**config.mk**
```make
export PLATFORM = sky130hd
export DESIGN_NAME = bsc_segment
export DESIGN_NICKNAME = d
export VERILOG_FILES = /design/src/hdl/bsc_pkg.sv /design/src/hdl/bsc_cell.sv /design/src/hdl/bsc_segment.sv
export VERILOG_INCLUDE_DIRS = /design/src /design/src/hdl
export SDC_FILE = /design/constraint.sdc
export NUM_CORES = 1
export LEC_CHECK = 0
export ABC_AREA = 1
export BUFFER_PORTS_ARGS = -buffer_cell sky130_fd_sc_hd__buf_4
export CAP_MARGIN = 20
export CELL_PAD_IN_SITES_DETAIL_PLACEMENT = 0
export CELL_PAD_IN_SITES_GLOBAL_PLACEMENT = 1
export CORE_MARGIN = 5
export CORE_UTILIZATION = 31
export DETAILED_ROUTE_END_ITERATION = 12
export PLACE_DENSITY_LB_ADDON = 0.2
export SLEW_MARGIN = 40
export SYNTH_ARGS = -nofsm -noshare
export SYNTH_HDL_FRONTEND = slang
export SYNTH_SLANG_ARGS = --single-unit
```
**constraint.sdc**
```tcl
create_clock -name hclk -period 1.19 [get_ports hclk]
set_clock_uncertainty 0.15 [all_clocks]
set_input_delay 0.119 -clock hclk [delete_from_list [all_inputs] [get_ports hclk]]
set_output_delay 0.119 -clock hclk [all_outputs]
set_load 0.01 [all_outputs]
```
**src/hdl/bsc_defines.svh**
```systemverilog
// Purpose: constants of the middle boundary scan segment (cells 16 to 56)
// Assumes: one clock, hclk; tap strobes arrive synchronous to it
// Notes: positions are absolute chain positions
`ifndef BSC_DEFINES_SVH
`define BSC_DEFINES_SVH

`define BSC_SEG_FIRST 16
`define BSC_SEG_LEN 41
`define BSC_CHAIN_LEN 98
`define BSC_NUM_CHAN 4
`define BSC_NUM_IO 8

// instruction codes
`define BSC_IR_EXTEST 3'h0
`define BSC_IR_SAMPLE 3'h4

// fixed cell positions
`define BSC_POS_IO_DIR 16
`define BSC_POS_MODE1 33
`define BSC_POS_INT 50
`define BSC_POS_ACK 51
`define BSC_POS_ACK_CTL 52
`define BSC_POS_WR 53
`define BSC_POS_RD 54
`define BSC_POS_ALE 55
`define BSC_POS_CS 56

// per-channel groups of eight cells
`define BSC_CH0_BASE 25
`define BSC_CH1_BASE 17
`define BSC_CH2_BASE 42
`define BSC_CH3_BASE 34
`define BSC_OFS_TCLK 0
`define BSC_OFS_TDP 1
`define BSC_OFS_TDN 2
`define BSC_OFS_RCLK 3
`define BSC_OFS_RXP 4
`define BSC_OFS_RXN 5
`define BSC_OFS_CTL 6
`define BSC_OFS_LOS 7
`define BSC_GROUP_LAST 7
// middle of the groups of channels 2 and 3, counted from the loss of signal cell
`define BSC_ROFS_RXN 1
`define BSC_ROFS_RXP 2
`define BSC_ROFS_CTL 3

// register offsets (byte addresses)
`define BSC_REG_CTRL 8'h00
`define BSC_REG_STATUS 8'h04
`define BSC_REG_SHIFT_LO 8'h08
`define BSC_REG_SHIFT_HI 8'h0C

// reset values
`define BSC_RST_CTRL 1'b0
`define BSC_RST_CTL_CELL 1'b1
`define BSC_RST_DATA_CELL 1'b0
`define BSC_RST_RDATA 32'h0000_0000

`endif

```
**src/hdl/bsc_pkg.sv**
```systemverilog
// Purpose: shared types of the boundary scan segment
// Assumes: bsc_defines.svh on the include path
// Notes: constants live in the header
`include "bsc_defines.svh"
package bsc_pkg;
    typedef logic [2:0] bsc_ir_type;
    typedef logic [`BSC_SEG_LEN-1:0] bsc_seg_type;
    typedef logic [`BSC_NUM_CHAN-1:0] bsc_chan_type;
    typedef logic [`BSC_NUM_IO-1:0] bsc_io_type;
endpackage

```
**src/hdl/bsc_cell.sv**
```systemverilog
// Purpose: one boundary scan cell, shift stage plus update stage
// Assumes: strobes are one hclk cycle per test clock step
// Notes: update stage holds what drives pins or enables
module bsc_cell #(
    parameter logic RESET_UPD = 1'b0
) (
    input wire logic hclk,
    input wire logic hresetn,
    input wire logic capture_en,
    input wire logic shift_en,
    input wire logic update_en,
    input wire logic capture_d,
    input wire logic scan_in,
    output logic scan_q,
    output logic update_q
);
    logic scan_d;
    logic update_d;

    assign scan_d = capture_en ? capture_d : (shift_en ? scan_in : scan_q);
    assign update_d = update_en ? scan_q : update_q;

    always_ff @(posedge hclk or negedge hresetn) begin
        if (!hresetn) begin
            scan_q <= 1'b0;
            update_q <= RESET_UPD;
        end else begin
            scan_q <= scan_d;
            update_q <= update_d;
        end
    end
endmodule

```
**src/hdl/bsc_segment.sv**
```systemverilog
// Purpose: boundary scan cells 16 to 56 with pin muxing and an AHB-Lite view
// Assumes: tap strobes and instruction come from the tap segment on hclk
// Notes: scan enters at cell 56 and leaves from cell 16
// How it works
// RULE1: direction cell zero drives all io pins
// RULE2: each io pin driven by own drive cell
// RULE3: direction cell one floats pins, capture levels; no cell here captures user_io_pins_i, the direction cell captures io_float_w
// RULE4: channel 1 control cell floats its outputs
// RULE5: channel 0 control cell floats its outputs
// RULE6: channel 3 control cell floats its outputs
// RULE7: channel 2 control cell floats its outputs
// RULE8: ack control zero drives ack cell value
// RULE9: ack control one floats the ack pin
// RULE10: chain loads only under extest or sample
// RULE11: extest captures pins, applies updated patterns
// RULE12: control cells act only after update
//
// Our own choices: the AHB-Lite slave port and the register offsets.
module bsc_segment (
    input wire logic hclk,
    input wire logic hresetn,
    input wire logic hsel,
    input wire logic [31:0] haddr,
    input wire logic [1:0] htrans,
    input wire logic hwrite,
    input wire logic [2:0] hsize,
    input wire logic [31:0] hwdata,
    input wire logic hready,
    output logic hreadyout,
    output logic [31:0] hrdata,
    output logic hresp,
    input wire bsc_pkg::bsc_ir_type ir_code,
    input wire logic capture_dr,
    input wire logic shift_dr,
    input wire logic update_dr,
    input wire logic seg_scan_in,
    output logic seg_scan_out,
    input wire bsc_pkg::bsc_io_type io_drive_cell,
    input wire bsc_pkg::bsc_io_type user_io_pins_i,
    output bsc_pkg::bsc_io_type user_io_pins_o,
    output bsc_pkg::bsc_io_type user_io_pins_oe,
    input wire bsc_pkg::bsc_io_type core_io_out,
    input wire logic core_io_oe,
    input wire bsc_pkg::bsc_chan_type tx_clk_i,
    input wire bsc_pkg::bsc_chan_type tx_pos_i,
    input wire bsc_pkg::bsc_chan_type tx_neg_i,
    input wire bsc_pkg::bsc_chan_type core_rx_clk,
    input wire bsc_pkg::bsc_chan_type core_rx_pos,
    input wire bsc_pkg::bsc_chan_type core_rx_neg,
    input wire bsc_pkg::bsc_chan_type core_rx_oe,
    input wire bsc_pkg::bsc_chan_type core_loss_of_signal,
    output bsc_pkg::bsc_chan_type rx_clk_o,
    output bsc_pkg::bsc_chan_type rx_clk_oe,
    output bsc_pkg::bsc_chan_type rx_positive_data_o,
    output bsc_pkg::bsc_chan_type rx_positive_data_oe,
    output bsc_pkg::bsc_chan_type rx_negative_data_o,
    output bsc_pkg::bsc_chan_type rx_negative_data_oe,
    output bsc_pkg::bsc_chan_type loss_of_signal_o,
    input wire logic core_int_n,
    output logic int_n_o,
    input wire logic core_ack,
    input wire logic core_ack_oe,
    output logic ack_o,
    output logic ack_oe,
    input wire logic mode1_i,
    input wire logic host_wr_n_i,
    input wire logic host_rd_n_i,
    input wire logic host_ale_i,
    input wire logic host_cs_n_i
);
    // absolute position of a cell of a channel group
    function automatic int chan_pos(input int ch, input int ofs);
        int base;
        int pos;
        base = `BSC_CH0_BASE;
        pos = 0;
        if (ch == 1) begin
            base = `BSC_CH1_BASE;
        end else if (ch == 2) begin
            base = `BSC_CH2_BASE;
        end else if (ch == 3) begin
            base = `BSC_CH3_BASE;
        end
        // groups of channels 2 and 3 start at loss of signal, control cell sits mid group
        if (ch >= 2 && ofs == `BSC_OFS_CTL) begin
            pos = base + `BSC_ROFS_CTL;
        end else if (ch >= 2 && ofs == `BSC_OFS_RXP) begin
            pos = base + `BSC_ROFS_RXP;
        end else if (ch >= 2 && ofs == `BSC_OFS_RXN) begin
            pos = base + `BSC_ROFS_RXN;
        end else if (ch >= 2) begin
            pos = base + `BSC_GROUP_LAST - ofs;
        end else begin
            pos = base + ofs;
        end
        return pos;
    endfunction

    function automatic int loc(input int pos);
        return pos - `BSC_SEG_FIRST;
    endfunction

    function automatic logic is_ctl(input int idx);
        logic r;
        r = (idx == loc(`BSC_POS_IO_DIR)) || (idx == loc(`BSC_POS_ACK_CTL));
        for (int c = 0; c < `BSC_NUM_CHAN; c++) begin
            if (idx == loc(chan_pos(c, `BSC_OFS_CTL))) begin
                r = 1'b1;
            end
        end
        return r;
    endfunction

    localparam int L_IO_DIR = loc(`BSC_POS_IO_DIR);
    localparam int L_ACK = loc(`BSC_POS_ACK);
    localparam int L_ACK_CTL = loc(`BSC_POS_ACK_CTL);
    localparam int L_INT = loc(`BSC_POS_INT);

    wire extest_w;
    wire scan_sel_w;
    wire cap_en_w;
    wire shift_en_w;
    wire upd_en_w;
    wire [`BSC_SEG_LEN-1:0] cap_w;
    wire [`BSC_SEG_LEN-1:0] chain_in_w;
    bsc_pkg::bsc_seg_type scan_w;
    bsc_pkg::bsc_seg_type upd_w;
    wire io_float_w;
    wire ack_float_w;
    bsc_pkg::bsc_chan_type rx_float_w;
    logic mission_float_q;
    logic mission_float_d;

    assign extest_w = (ir_code == `BSC_IR_EXTEST);
    assign scan_sel_w = extest_w || (ir_code == `BSC_IR_SAMPLE); // RULE10
    assign cap_en_w = scan_sel_w && capture_dr; // RULE11
    assign shift_en_w = scan_sel_w && shift_dr; // RULE10
    assign upd_en_w = scan_sel_w && update_dr; // RULE12
    assign chain_in_w = {seg_scan_in, scan_w[`BSC_SEG_LEN-1:1]};
    assign seg_scan_out = scan_w[0];

    genvar gi;
    generate
        for (gi = 0; gi < `BSC_SEG_LEN; gi++) begin : g_cell
            bsc_cell #(
                .RESET_UPD(is_ctl(gi) ? `BSC_RST_CTL_CELL : `BSC_RST_DATA_CELL)
            ) u_cell (
                .hclk(hclk),
                .hresetn(hresetn),
                .capture_en(cap_en_w),
                .shift_en(shift_en_w),
                .update_en(upd_en_w),
                .capture_d(cap_w[gi]),
                .scan_in(chain_in_w[gi]),
                .scan_q(scan_w[gi]),
                .update_q(upd_w[gi])
            );
        end
    endgenerate

    // user io pins
    assign io_float_w = extest_w ? upd_w[L_IO_DIR] : (!core_io_oe || mission_float_q); // RULE12
    assign user_io_pins_oe = {`BSC_NUM_IO{!io_float_w}}; // RULE1 RULE3
    assign user_io_pins_o = extest_w ? io_drive_cell : core_io_out; // RULE2
    assign cap_w[L_IO_DIR] = io_float_w;

    // receive channels
    genvar gc;
    generate
        for (gc = 0; gc < `BSC_NUM_CHAN; gc++) begin : g_chan
            localparam int P_TCLK = loc(chan_pos(gc, `BSC_OFS_TCLK));
            localparam int P_TDP = loc(chan_pos(gc, `BSC_OFS_TDP));
            localparam int P_TDN = loc(chan_pos(gc, `BSC_OFS_TDN));
            localparam int P_RCLK = loc(chan_pos(gc, `BSC_OFS_RCLK));
            localparam int P_RXP = loc(chan_pos(gc, `BSC_OFS_RXP));
            localparam int P_RXN = loc(chan_pos(gc, `BSC_OFS_RXN));
            localparam int P_CTL = loc(chan_pos(gc, `BSC_OFS_CTL));
            localparam int P_LOS = loc(chan_pos(gc, `BSC_OFS_LOS));
            // one control cell floats clock and both data pins
            assign rx_float_w[gc] = extest_w ? upd_w[P_CTL]
                                             : (!core_rx_oe[gc] || mission_float_q); // RULE4 RULE5 RULE6 RULE7
            assign rx_clk_oe[gc] = !rx_float_w[gc]; // RULE4 RULE5 RULE6 RULE7
            assign rx_positive_data_oe[gc] = !rx_float_w[gc]; // RULE4 RULE5 RULE6 RULE7
            assign rx_negative_data_oe[gc] = !rx_float_w[gc]; // RULE4 RULE5 RULE6 RULE7
            assign rx_clk_o[gc] = extest_w ? upd_w[P_RCLK] : core_rx_clk[gc]; // RULE11
            assign rx_positive_data_o[gc] = extest_w ? upd_w[P_RXP] : core_rx_pos[gc]; // RULE11
            assign rx_negative_data_o[gc] = extest_w ? upd_w[P_RXN] : core_rx_neg[gc]; // RULE11
            assign loss_of_signal_o[gc] = extest_w ? upd_w[P_LOS] : core_loss_of_signal[gc]; // RULE11
            assign cap_w[P_TCLK] = tx_clk_i[gc];
            assign cap_w[P_TDP] = tx_pos_i[gc];
            assign cap_w[P_TDN] = tx_neg_i[gc];
            assign cap_w[P_RCLK] = rx_clk_o[gc];
            assign cap_w[P_RXP] = rx_positive_data_o[gc];
            assign cap_w[P_RXN] = rx_negative_data_o[gc];
            assign cap_w[P_CTL] = rx_float_w[gc];
            assign cap_w[P_LOS] = loss_of_signal_o[gc];
        end
    endgenerate

    // host interface pins
    assign ack_float_w = extest_w ? upd_w[L_ACK_CTL] : (!core_ack_oe || mission_float_q); // RULE9 RULE12
    assign ack_oe = !ack_float_w; // RULE8 RULE9
    assign ack_o = extest_w ? upd_w[L_ACK] : core_ack; // RULE8
    assign int_n_o = extest_w ? upd_w[L_INT] : core_int_n; // RULE11
    assign cap_w[L_INT] = int_n_o;
    assign cap_w[L_ACK] = ack_o;
    assign cap_w[L_ACK_CTL] = ack_float_w;
    assign cap_w[loc(`BSC_POS_MODE1)] = mode1_i;
    assign cap_w[loc(`BSC_POS_WR)] = host_wr_n_i;
    assign cap_w[loc(`BSC_POS_RD)] = host_rd_n_i;
    assign cap_w[loc(`BSC_POS_ALE)] = host_ale_i;
    assign cap_w[loc(`BSC_POS_CS)] = host_cs_n_i;

    // ahb-lite slave, zero wait states
    logic [7:0] addr_q;
    logic [7:0] addr_d;
    logic wr_q;
    logic wr_d;
    logic [31:0] rdata_q;
    logic [31:0] rdata_d;
    wire take_w;
    wire [31:0] status_w;
    wire [31:0] sel_rdata_w;
    wire [7:0] a_w;

    assign take_w = hsel && hready && htrans[1];
    assign a_w = haddr[7:0];
    assign addr_d = take_w ? a_w : addr_q;
    assign wr_d = take_w && hwrite;
    assign status_w = {23'h00_0000, scan_sel_w, extest_w,
                       upd_w[L_ACK_CTL], rx_float_w, io_float_w, mission_float_q};
    assign sel_rdata_w = (a_w == `BSC_REG_CTRL) ? {31'h0000_0000, mission_float_q} :
                         (a_w == `BSC_REG_STATUS) ? status_w :
                         (a_w == `BSC_REG_SHIFT_LO) ? scan_w[31:0] :
                         (a_w == `BSC_REG_SHIFT_HI) ? {23'h00_0000, scan_w[`BSC_SEG_LEN-1:32]} :
                         `BSC_RST_RDATA;
    assign rdata_d = (take_w && !hwrite) ? sel_rdata_w : rdata_q;
    assign mission_float_d = (wr_q && (addr_q == `BSC_REG_CTRL)) ? hwdata[0] : mission_float_q;
    assign hreadyout = 1'b1;
    assign hresp = 1'b0;
    assign hrdata = rdata_q;

    always_ff @(posedge hclk or negedge hresetn) begin
        if (!hresetn) begin
            addr_q <= 8'h00;
            wr_q <= 1'b0;
            rdata_q <= `BSC_RST_RDATA;
            mission_float_q <= `BSC_RST_CTRL;
        end else begin
            addr_q <= addr_d;
            wr_q <= wr_d;
            rdata_q <= rdata_d;
            mission_float_q <= mission_float_d;
        end
    end
endmodule

```
# After elaboration in Yosys (flattened, before gate mapping)
# Index checks and enable logic that the tools add are counted.
# word_totals
reg_bits,107
latch_bits,0
ramBits,0
rom_bits,0
in_bits,146
word_cells,216
mem_count,0
# op_classes
add_sub_neg,0
n_mul,0
n_div,0
order_cmp,0
n_eq_ne,4
shifts,0
muxes,111
bitwise,0
reduce_logical,32
# op_table
operator,n
$mux W1,106
$mux W32,3
$eq A8 B4 Y1 const B,2
$logic_not A8 Y1,2
$logic_not A1 Y1,13
$mux W9,1
$eq A8 B3 Y1 const B,1
$logic_and A1 B1 Y1,8
$mux W8,1
$logic_or A1 B1 Y1,7
$eq A3 B3 Y1 const B,1
$logic_not A3 Y1,1
$reduce_bool A2 Y1,1

# Logic depth before layout (Yosys ltp)
# Gate-level depths: netlist (run 1).
# logic_depth
depth_word,5
ltp_mapped,10

# Hierarchy
# A second synthesis (run 1) with hierarchy kept.
# unflattened
hier_cells,941
area_unflattened_um2,6618.8
# by_module_without_submodules
mod,instances,cells_each,area_each_um2
bsc_cell at g_cell[10].u_cell ...,35,13,93.8
bsc_segment,1,408,2763.9
bsc_cell at g_cell[0].u_cell ...,6,13,95.1

# Worst setup path before layout (run 1)
# No wires, ideal clock.
# synth_path
path_type,reg2out
from,register mission_float_q
to,output port user_io_pins_oe[1]
arrival_ns,1.024
slack_ns,-0.103
path_stages_with_launch,7
path_buffers,1
cell_sequence,dfrtp_1 -> inv_1 -> nand2_1 -> nand2_1 -> nand2_1 -> inv_1 -> buf_4
# synth_via
elab_chain_len,3
# synth_lines
item,line,source
start: declaration,bsc_segment.sv:131,logic mission_float_q;
start signal: assignment,bsc_segment.sv:248,mission_float_q <= `BSC_RST_CTRL;
start signal: assignment,bsc_segment.sv:253,mission_float_q <= mission_float_d;
$logic_or A1 B1 Y1,bsc_segment.sv:162,assign io_float_w = extest_w ? upd_w[L_IO_DIR] : (!core_io_oe || mission_float_q);
$mux W1,bsc_segment.sv:162,
$logic_not A1 Y1,bsc_segment.sv:163,assign user_io_pins_oe = {`BSC_NUM_IO{!io_float_w}};
end: declaration,bsc_segment.sv:41,"output bsc_pkg::bsc_io_type user_io_pins_oe,"
# No other way between the ends.

# Final worst setup path (run 1)
# layout_path
from,register mission_float_q
to,output port user_io_pins_oe[0]
# Same word-level chain as after synthesis.

==> flow_summary.yaml, run 1 <==
logic_synthesis:
  synthesis.nets: 821
  syn_inst: 675
  yosysSeqAreaShare: 0.498
  avgSynthCellArea_sq_um: 7.99
  yosysWarnings: 0
  synthTopCellsByArea: "dfrtp_1 (47%), nand2_1 (15%), o21ai_0 (7.5%)"
  synth_top_area_cell: "dfrtp_1"
  ys_types: 28
  synth_seq_cells: 107
  syn_area_sq_um: 5390
  synth.top_cell.area_share: 0.469
die:
  initial_core_util: 0.314
  dieArea_sq_um: 20100
  rows: 48
  core_region_area_sq_um: 17200
  die_width_um: 142
  ioPinCount: 228
  die_y_um: 142
timing:
  period_share: 1.34
  setup_ws_ps: -400
  layout_min_cycle_time_ps: 1590
  rsz0062_at_grt: "true"
  setup_viol: 87
  tns_ps: -15130
  whs_ps: -7.51
  finalHoldViolCount: 1
  slew_violations: 0
  fmaxAchievable_mhz: 629
pwr:
  pwr-share-seq: 0.431
  combPwrFrac: 0.265
  internal-power_mw: 7.60
  power.density_nw_per_um2: 1260
  power.leakage_nw: 4.27
  power.switching_mw: 3.14
  peakVddDrop_mv: 0.787
  switching_share: 0.292
  power.share.clock: 0.304
critical_path:
  r2r-end: "g_cell[0].u_cell.scan_q$_DFFE_PN0P_"
  worstPathArrival_ps: 1320
  cp.required_ps: 920
  path_max_fanout: 7
  critPathKind: "flip-flop to output port"
  critPathLaunch: "mission_float_q$_DFFE_PN0P_"
  r2r_slack_ps: -380
  r2r-start: "mission_float_q$_DFFE_PN0P_"
  reg2reg_depth: 9
  end_kind: "output port"
  crit_path_start_kind: "flip-flop"
job:
  maxCapViolCount: 0
final_layout:
  fillers: 1675
  num-nets-final: 1044
  utilization: 0.498
  mostFrequentLayoutCell: "buf_4"
  antenna_cells: 0
  area_growth_pct: 58.7
  drive_above_1_share: 0.413
  final_cells: 1128
  layout_common_cells: "buf_4 (167), nand2_1 (162), dfrtp_1 (100)"
  final_area_sq_um: 8550
grt:
  grt.overflow.total: 0
  grt_pass1_wl_mm: 27.7
  antenna_found_initial: 0
  grt_max_degree: 35
  grt_pass1_vias: 5321
  grt_usage: 0.175
detailed_routing:
  drc: 0
  wl_mm: 17.8
  firstDrtPassIters: 5
  drtIter0Drc: 258
  wire_per_inst_um: 15.8
  via_count: 5228
  ant_nets: 0
  viasPerCell: 4.63
placement:
  dp_hpwl_mm: 13.2
  placedCellCount: 1033
  placement.io_buffers: 158
  placed_area_sq_um: 6930
  gp_congestion: 0.801
  dp_slack_ps: -389
run_status:
  violations: "negative hold slack, negative setup slack"
  outcome: "complete, but fails checks"
clocking:
  cts.sink_count: 107
  cts_buffers: 9
  tritoncts: "yes"
  path_clk_slew_ps: 70
  root_buffer: "clkbuf_16"
  clockBufferDepth: 2
  clk-insertion-delay-late_ps: 350
  ctsHtreeMaxLevel: 3
min_path:
  hold_path.class: "input pin to flip-flop"
  whs_endpoint: "hrdata[6]$_DFFE_PN0P_"
  holdPathStages: 5
  min-delay-start: "hready"
-- state kept, by name, summed over array words and instances (netlist names) --
signal                  flops
addr_q                      8
g_cell.u_cell.scan_q       41
g_cell.u_cell.update_q     24
hrdata                     32
mission_float_q             1
wr_q                        1
-- Yosys cell counts --
master,n
o31ai_1,23
o211ai_1,8
clkbuf_1,12
nand3_1,28
buf_2,17
mux2_2,6
nor2_2,1
buf_6,3
a31oi_1,1
inv_2,5
nand3_4,1
nand2_2,1
dfstp_2,6
nor2_4,3
buf_4,36
nand4_1,1
a21oi_1,8
dfrtp_1,101
nor3b_1,1
conb_1,2
o21ai_0,81
nand2_1,219
nor2_1,43
o22ai_1,13
clkinv_1,1
o21ai_1,3
inv_1,50
buf_1,1
-- power by group through the flow --
stage	sequential, mW	clock [mW]	combinational, mW
3_3_place_gp	4.67	0	2.09
4_1_cts	4.62	3.33	2.60
3_5_place_dp	4.68	0	2.13
2_1_floorplan	4.54	0	1.20
6_report	4.63	3.27	2.85
5_1_grt	4.69	3.47	3.12
-- stage by stage --
stage	hold WS, ps	total power [mW]
2_1_floorplan	-327	5.74
3_3_place_gp	-121	6.77
3_5_place_dp	-124	6.81
4_1_cts	-16.4	10.6
5_1_grt	14.7	11.3
6_report	-7.51	10.7
-- per-layer routing --
| layer | routed length [um] | track usage | vias to the layer above |
|---|---|---|---|
| met1 | 7490 | 0.223 | 2496 |
| met3 | 931 | 0.0394 | 16 |
| met2 | 9220 | 0.306 | 130 |
| li1 | - | - | 2586 |
| met5 | 0 | 0 | - |
| met4 | 162 | 0.0369 | 0 |
-- cell families after synthesis --
kind of cell    Yosys count  synth area share
compound gates          137             0.145
buf+inv                 125             0.120
flops                   107             0.498
mux                       6            0.0125
other cells               2           0.00139
simple gates            298             0.223
-- worst max-delay path: stages (launching register included) --
cell and delay, ps:
dfrtp_1 370, inv_4 70, nand2_2 70, nand2_2 70, nand2_4 110, clkinvlp_4 120
buf_4 150
-- cell type report --
cell class	count	area, sq um	area share
flip-flops and latches	107	2690	0.314
well taps	225	282	0.0329
multi-input cells	443	2370	0.278
clock inverters	4	73.8	0.00863
clock buffers	12	246	0.0288
inverters	56	228	0.0266
repair inverters	1	7.51	0.000878
repair buffers	280	2660	0.310
-- worst max path at each step --
stage | endpoint | slack, ps | cells after the start
after floorplan | rx_negative_data_oe[0] | 4 | 8
after global placement | hrdata[2]$_DFFE_PN0P_ | -350 | 11
after global routing | user_io_pins_oe[2] | -460 | 6
after CTS | user_io_pins_oe[0] | -410 | 4
final | user_io_pins_oe[0] | -400 | 6
after detailed placement | hrdata[2]$_DFFE_PN0P_ | -390 | 10
-- timing repair --
action | CTS | global route
gates resized for setup | 106 | 75
endpoints found under the setup margin | 66 | 117
cloned | 2 | 0
pin swaps | 46 | 57
setup buffers | 31 | 26
hold buffers | 29 | 1
hold endpoints to repair | 133 | 2
Note: power is estimated with default switching activity, not from simulation.
==> run 2: changes to the inputs <==
CORE_UTILIZATION = 37   (was 31)
clock period = 1.9 ns   (was 1.19 ns; I/O delays follow)
==> run 2 against run 1 <==
  * The flow now finishes without violations
  * Sequential power down 38%
  * Final area fell by 17%
  * Worst hold slack improved by 16 ps
  * Critical endpoint is now ack_oe
  * Non-clock buffer count fell by 80
  * Largest power group unchanged
  * Sequential share of layout area grew 6.5 points
==> flow_summary.yaml, run 2 (same netlist as run 1, synthesis figures left out) <==
timing:
  period_share: 0.934
  worstMarginPinSlew_ps: 570
  fmaxAchievable_mhz: 563
  max_slew_margin: 0.620
  layout_min_cycle_time_ps: 1770
  finalHoldViolCount: 0
  tns_ps: 0
  setup_ws_ps: 125
  slew_violations: 0
  setup_viol: 0
final_layout:
  area_growth_pct: 31.2
  num-nets-final: 963
  utilization: 0.490
  final_cells: 1006
  fillers: 1466
  layout_common_cells: "nand2_1 (217), buf_4 (173), dfrtp_1 (101)"
  regMostFlops: "g_cell.u_cell.scan_q"
  antenna_cells: 0
  drive_above_1_share: 0.265
  mostFrequentLayoutCell: "nand2_1"
  largest_reg_flops: 41
grt:
  antenna_found_initial: 0
  grt.overflow.total: 0
  grt_pass1_vias: 4874
  grt_usage: 0.190
  grt_pass1_wl_mm: 25.5
  grt_max_degree: 57
detailed_routing:
  firstDrtPassIters: 5
  viasPerCell: 4.93
  wl_met1_mm: 7.39
  top_layer: "met4"
  via_count: 4955
  wl_met3_mm: 1.23
  ant_nets: 0
  met2_length_mm: 7.40
  wire_per_inst_um: 16.1
  drc: 0
  drtIter0Drc: 258
  wl_mm: 16.2
critical_path:
  max_stage_delay_ps: 550
  crit_chain: "nor2_1 > a31oi_1 > inv_1 > buf_4"
  cp.required_ps: 1560
  end_kind: "output port"
  cpMaxStageDelayCell: "dfstp_2"
  path_max_fanout: 3
  critPathKind: "flip-flop to output port"
  crit_path_start_kind: "flip-flop"
  worstPathArrival_ps: 1430
clocking:
  ctsHtreeMaxLevel: 3
  path_clk_slew_ps: 70
  post_cts_buffers: 0
  root_buffer: "clkbuf_16"
  cts.sink_count: 107
  clk-insertion-delay-late_ps: 350
  cts_buffers: 9
  clockBufferDepth: 2
  tritoncts: "yes"
job:
  maxCapViolCount: 0
placement:
  placement.io_buffers: 158
  gp_congestion: 0.823
  dp_slack_ps: 209
  placedCellCount: 967
  dp_hpwl_mm: 11.5
die:
  initial_core_util: 0.374
  core_region_area_sq_um: 14400
  die_width_um: 131
  rows: 44
  ioPinCount: 228
  dieArea_sq_um: 17100
  die_y_um: 131
pwr:
  power.density_nw_per_um2: 833
  power.leakage_nw: 3.63
  peakVddDrop_mv: 0.406
  power.total_mw: 5.89
run_status:
  outcome: "finished, final reports clean"
min_path:
  hold_path.class: "input pin to flip-flop"
==> run 2: changes by cell type in the layout (fill, tap and decap cells not counted), sizes merged <==
cell,change
buf,-74
bufinv,-2
clkinv,+1
dlygate4sd3,-6
==> run 2: per-layer routing <==
metal,track usage,vias up
met4,0.0551,0
met5,0,-
met2,0.302,162
li1,-,2429
met1,0.262,2352
met3,0.0427,12
==> run 2: cell type report <==
type	count	area [sq um]	share of cell area
inverters	56	215	0.0304
multi-input cells	443	2060	0.291
repair buffers	200	1610	0.227
clock inverters	4	26.3	0.00371
flip-flops and latches	107	2690	0.380
well taps	184	230	0.0325
clock buffers	12	246	0.0348
==> run 2: per-stage QoR <==
stage | hold slack, ps | area [sq um]
global placement | 37.0 | 6560
global route | 5.59 | 7070
detailed placement | 46.8 | 6570
finish | 8.71 | 7070
floorplan | -256 | 5390
CTS | 2.17 | 7070
==> run 2: timing repair <==
action	4_1_cts	5_1_grt
endpoints found under the setup margin	8	21
endpoints found under the hold margin	52	0
hold buffers	23	0
resized for setup	1	3
==> run 2: worst max-delay path: cells and delay by family (launching register included) <==
kind,cells,cell delay [ps]
AOI/OAI and AO/OA,1,270
buffers and inverters,2,220
DFF,1,550
and+or+nand+nor,1,50
==> run 2: report_power, final <==
group / total (mW) / switching [mW] / internal (mW)
Combinational: 1.24 / 0.678 / 0.559
Sequential: 2.87 / 0.217 / 2.66
Clock: 1.78 / 0.853 / 0.926
Total: 5.89 / 1.75 / 4.14
==> run 2: worst paths after layout <==
path                                                        startpoint  slack [ps]  cells after the start                                      to
worst min register to register                   hrdata[8]$_DFFE_PN0P_         340                      2                   hrdata[8]$_DFFE_PN0P_
worst max register to register             mission_float_q$_DFFE_PN0P_         580                      8                   hrdata[4]$_DFFE_PN0P_
min in group asynchronous                                      hresetn         200                      2                  hrdata[18]$_DFFE_PN0P_
worst min-delay path                                          haddr[7]           9                      3                   addr_q[7]$_DFFE_PN0N_
worst max-delay path            g_cell[36].u_cell.update_q$_DFFE_PN1P_         130                      4                                  ack_oe
max in group asynchronous                                      hresetn         750                      3  g_cell[21].u_cell.update_q$_DFFE_PN1P_
==> run 3: changes to the inputs <==
--- a/config.mk
+++ b/config.mk
@@ -14,3 +14,3 @@
 export CORE_MARGIN = 5
-export CORE_UTILIZATION = 37
+export CORE_UTILIZATION = 34
 export DETAILED_ROUTE_END_ITERATION = 12
==> constraint.sdc (replaced) <==
create_clock -name hclk -period 1.8 [get_ports hclk]
set_clock_uncertainty 0.15 [all_clocks]
set_input_delay 0.45 -clock hclk [delete_from_list [all_inputs] [get_ports hclk]]
set_output_delay 0.45 -clock hclk [all_outputs]
set_load 0.01 [all_outputs]
==> run 3 against run 2 <==
  * The flow now finishes with violations (negative setup slack)
  * Register-to-register slack worse by 510 ps
  * Global-route usage rose by 0.16 points
  * First-iteration DRC count fell by 14%
  * Setup slack worse by 310 ps
  * Count of clock-buffer cells in the layout is 2 lower
  * Die area increased by 8.1%
  * Utilization rose by 5.5 points
  * Combinational power grew 50%
  * Sequential power rose by 8.4%
  * Critical path type is now input pin to output port
  * Critical endpoint is now user_io_pins_oe[4]
  * Largest power group unchanged
  * Highest routed layer unchanged
==> flow_summary.yaml, run 3 (same netlist as run 1, synthesis figures left out) <==
run_status:
  outcome: "complete, but fails checks"
  violations: "negative setup slack"
detailed_routing:
  wl_mm: 17.7
  via_count: 5307
  met2_length_mm: 8.40
  drtIter0Drc: 221
  firstDrtPassIters: 5
  ant_nets: 0
  wl_met1_mm: 7.93
  top_layer: "met4"
  wl_met3_mm: 1.18
  wire_per_inst_um: 15.9
  viasPerCell: 4.76
  drc: 0
die:
  rows: 46
  initial_core_util: 0.343
  dieArea_sq_um: 18500
  core_region_area_sq_um: 15700
  die_width_um: 136
  die_y_um: 136
  ioPinCount: 228
critical_path:
  crit_end: "user_io_pins_oe[4]"
  path_buf_inv: 4
  cp.required_ps: 1200
  critPathKind: "input pin to output port"
  crit_chain: "buf_6 > nor2_4 > nand2_8 > clkinv_8 > nand2_4 > nand2_4 > clkinvlp_4 > buf_6"
  worstPathArrival_ps: 1380
  cpMaxStageDelayCell: "nor2_4"
  cp_num_cells: 8
  r2r-end: "g_cell[0].u_cell.scan_q$_DFFE_PN0P_"
  reg2reg_depth: 8
  critPathLaunch: "ir_code[1]"
  r2r-start: "g_cell[0].u_cell.update_q$_DFFE_PN1P_"
  crit_path_start_kind: "input pin"
  path_max_fanout: 8
  r2r_slack_ps: 70
  max_stage_delay_ps: 160
  cp_top_family: "buffers and inverters"
  end_kind: "output port"
final_layout:
  regMostFlops: "g_cell.u_cell.scan_q"
  area_growth_pct: 58.9
  num-nets-final: 1041
  layout_common_cells: "buf_4 (197), nand2_1 (142), dfrtp_1 (101)"
  drive_above_1_share: 0.452
  largest_reg_flops: 41
  mostFrequentLayoutCell: "buf_4"
  fillers: 1491
  final_area_sq_um: 8560
  antenna_cells: 0
grt:
  grt_pass1_wl_mm: 27.9
  grt.overflow.total: 0
  grt_max_degree: 54
  antenna_found_initial: 0
  grt_pass1_vias: 5296
  grt_usage: 0.192
placement:
  placement.io_buffers: 158
  gp_congestion: 0.792
  dp_hpwl_mm: 12.2
  dp_slack_ps: -214
  placed_area_sq_um: 7020
min_path:
  hold_path.class: "input pin to flip-flop"
  holdPathStages: 3
timing:
  period_share: 1.10
  fmaxAchievable_mhz: 504
  slew_violations: 0
  setup_ws_ps: -185
  whs_ps: 189
  finalHoldViolCount: 0
  worstMarginPinSlew_ps: 505
  setup_viol: 53
  max_slew_margin: 0.663
  layout_min_cycle_time_ps: 1980
  rsz0062_at_grt: "true"
pwr:
  peakVddDrop_mv: 0.407
  power.leakage_nw: 4.46
  power.total_mw: 7.00
  power.density_nw_per_um2: 818
clocking:
  cts_buffers: 9
  clk-insertion-delay-late_ps: 350
  clockBufferDepth: 2
  cts.sink_count: 107
  path_clk_slew_ps: 70
  tritoncts: "yes"
  root_buffer: "clkbuf_16"
  ctsHtreeMaxLevel: 3
job:
  maxCapViolCount: 0
-- run 3: repair_timing --
action | CTS | global route
cloned | 1 | 1
gates resized for setup | 119 | 97
pin swaps | 16 | 19
hold buffers | 1 | 0
endpoints found under the hold margin | 7 | 0
setup endpoints to repair | 47 | 53
setup buffers | 51 | 5
-- run 3: worst min-delay path by stage --
stage / endpoint / start
after floorplan: addr_q[0]$_DFFE_PN0N_ / hresetn
after global placement: wr_q$_DFF_PN0_ / hresetn
after detailed placement: wr_q$_DFF_PN0_ / hresetn
after CTS: g_cell[2].u_cell.scan_q$_DFFE_PN0P_ / tx_pos_i[1]
after global routing: g_cell[2].u_cell.scan_q$_DFFE_PN0P_ / tx_pos_i[1]
final: g_cell[2].u_cell.scan_q$_DFFE_PN0P_ / tx_pos_i[1]
-- run 3: cell type report --
type,instances,area (sq um),area share
flip-flops and latches,107,2690,0.314
multi-input cells,443,2570,0.300
repair buffers,277,2490,0.291
well taps,216,270,0.0316
clock buffers,10,239,0.0279
inverters,56,235,0.0275
clock inverters,6,65.1,0.00760
repair inverters,1,7.51,0.000877
-- run 3: worst register-to-register path, cell delays in order (launching register included) --
cell and delay, ps:
dfstp_2 550, nand2_4 50, nand2_4 100, clkinvlp_4 140
buf_4 150, buf_4 120, buf_4 120, buf_4 120
o211ai_1 150
-- run 3: layer usage --
layer	vias to the layer above	global-route usage
li1	2585	-
met1	2525	0.262
met2	182	0.310
met3	15	0.0385
met4	0	0.0554
met5	-	0
-- run 3: per-stage QoR --
stage | cells | TNS (ps) | util
2_1_floorplan | 675 | -24.9 | -
6_report | 1116 | -6930 | 0.545
4_1_cts | 1111 | -5760 | 0.518
3_3_place_gp | 1042 | -9290 | 0.447
5_1_grt | 1116 | -9510 | 0.545
3_5_place_dp | 1042 | -8970 | 0.447
-- run 3: report_power, final --
part,internal (mW),total (mW),leakage [nW],switching (mW)
Sequential,2.81,3.11,1.35,0.299
Clock,1.12,2.04,0.148,0.925
Combinational,0.948,1.86,2.96,0.907
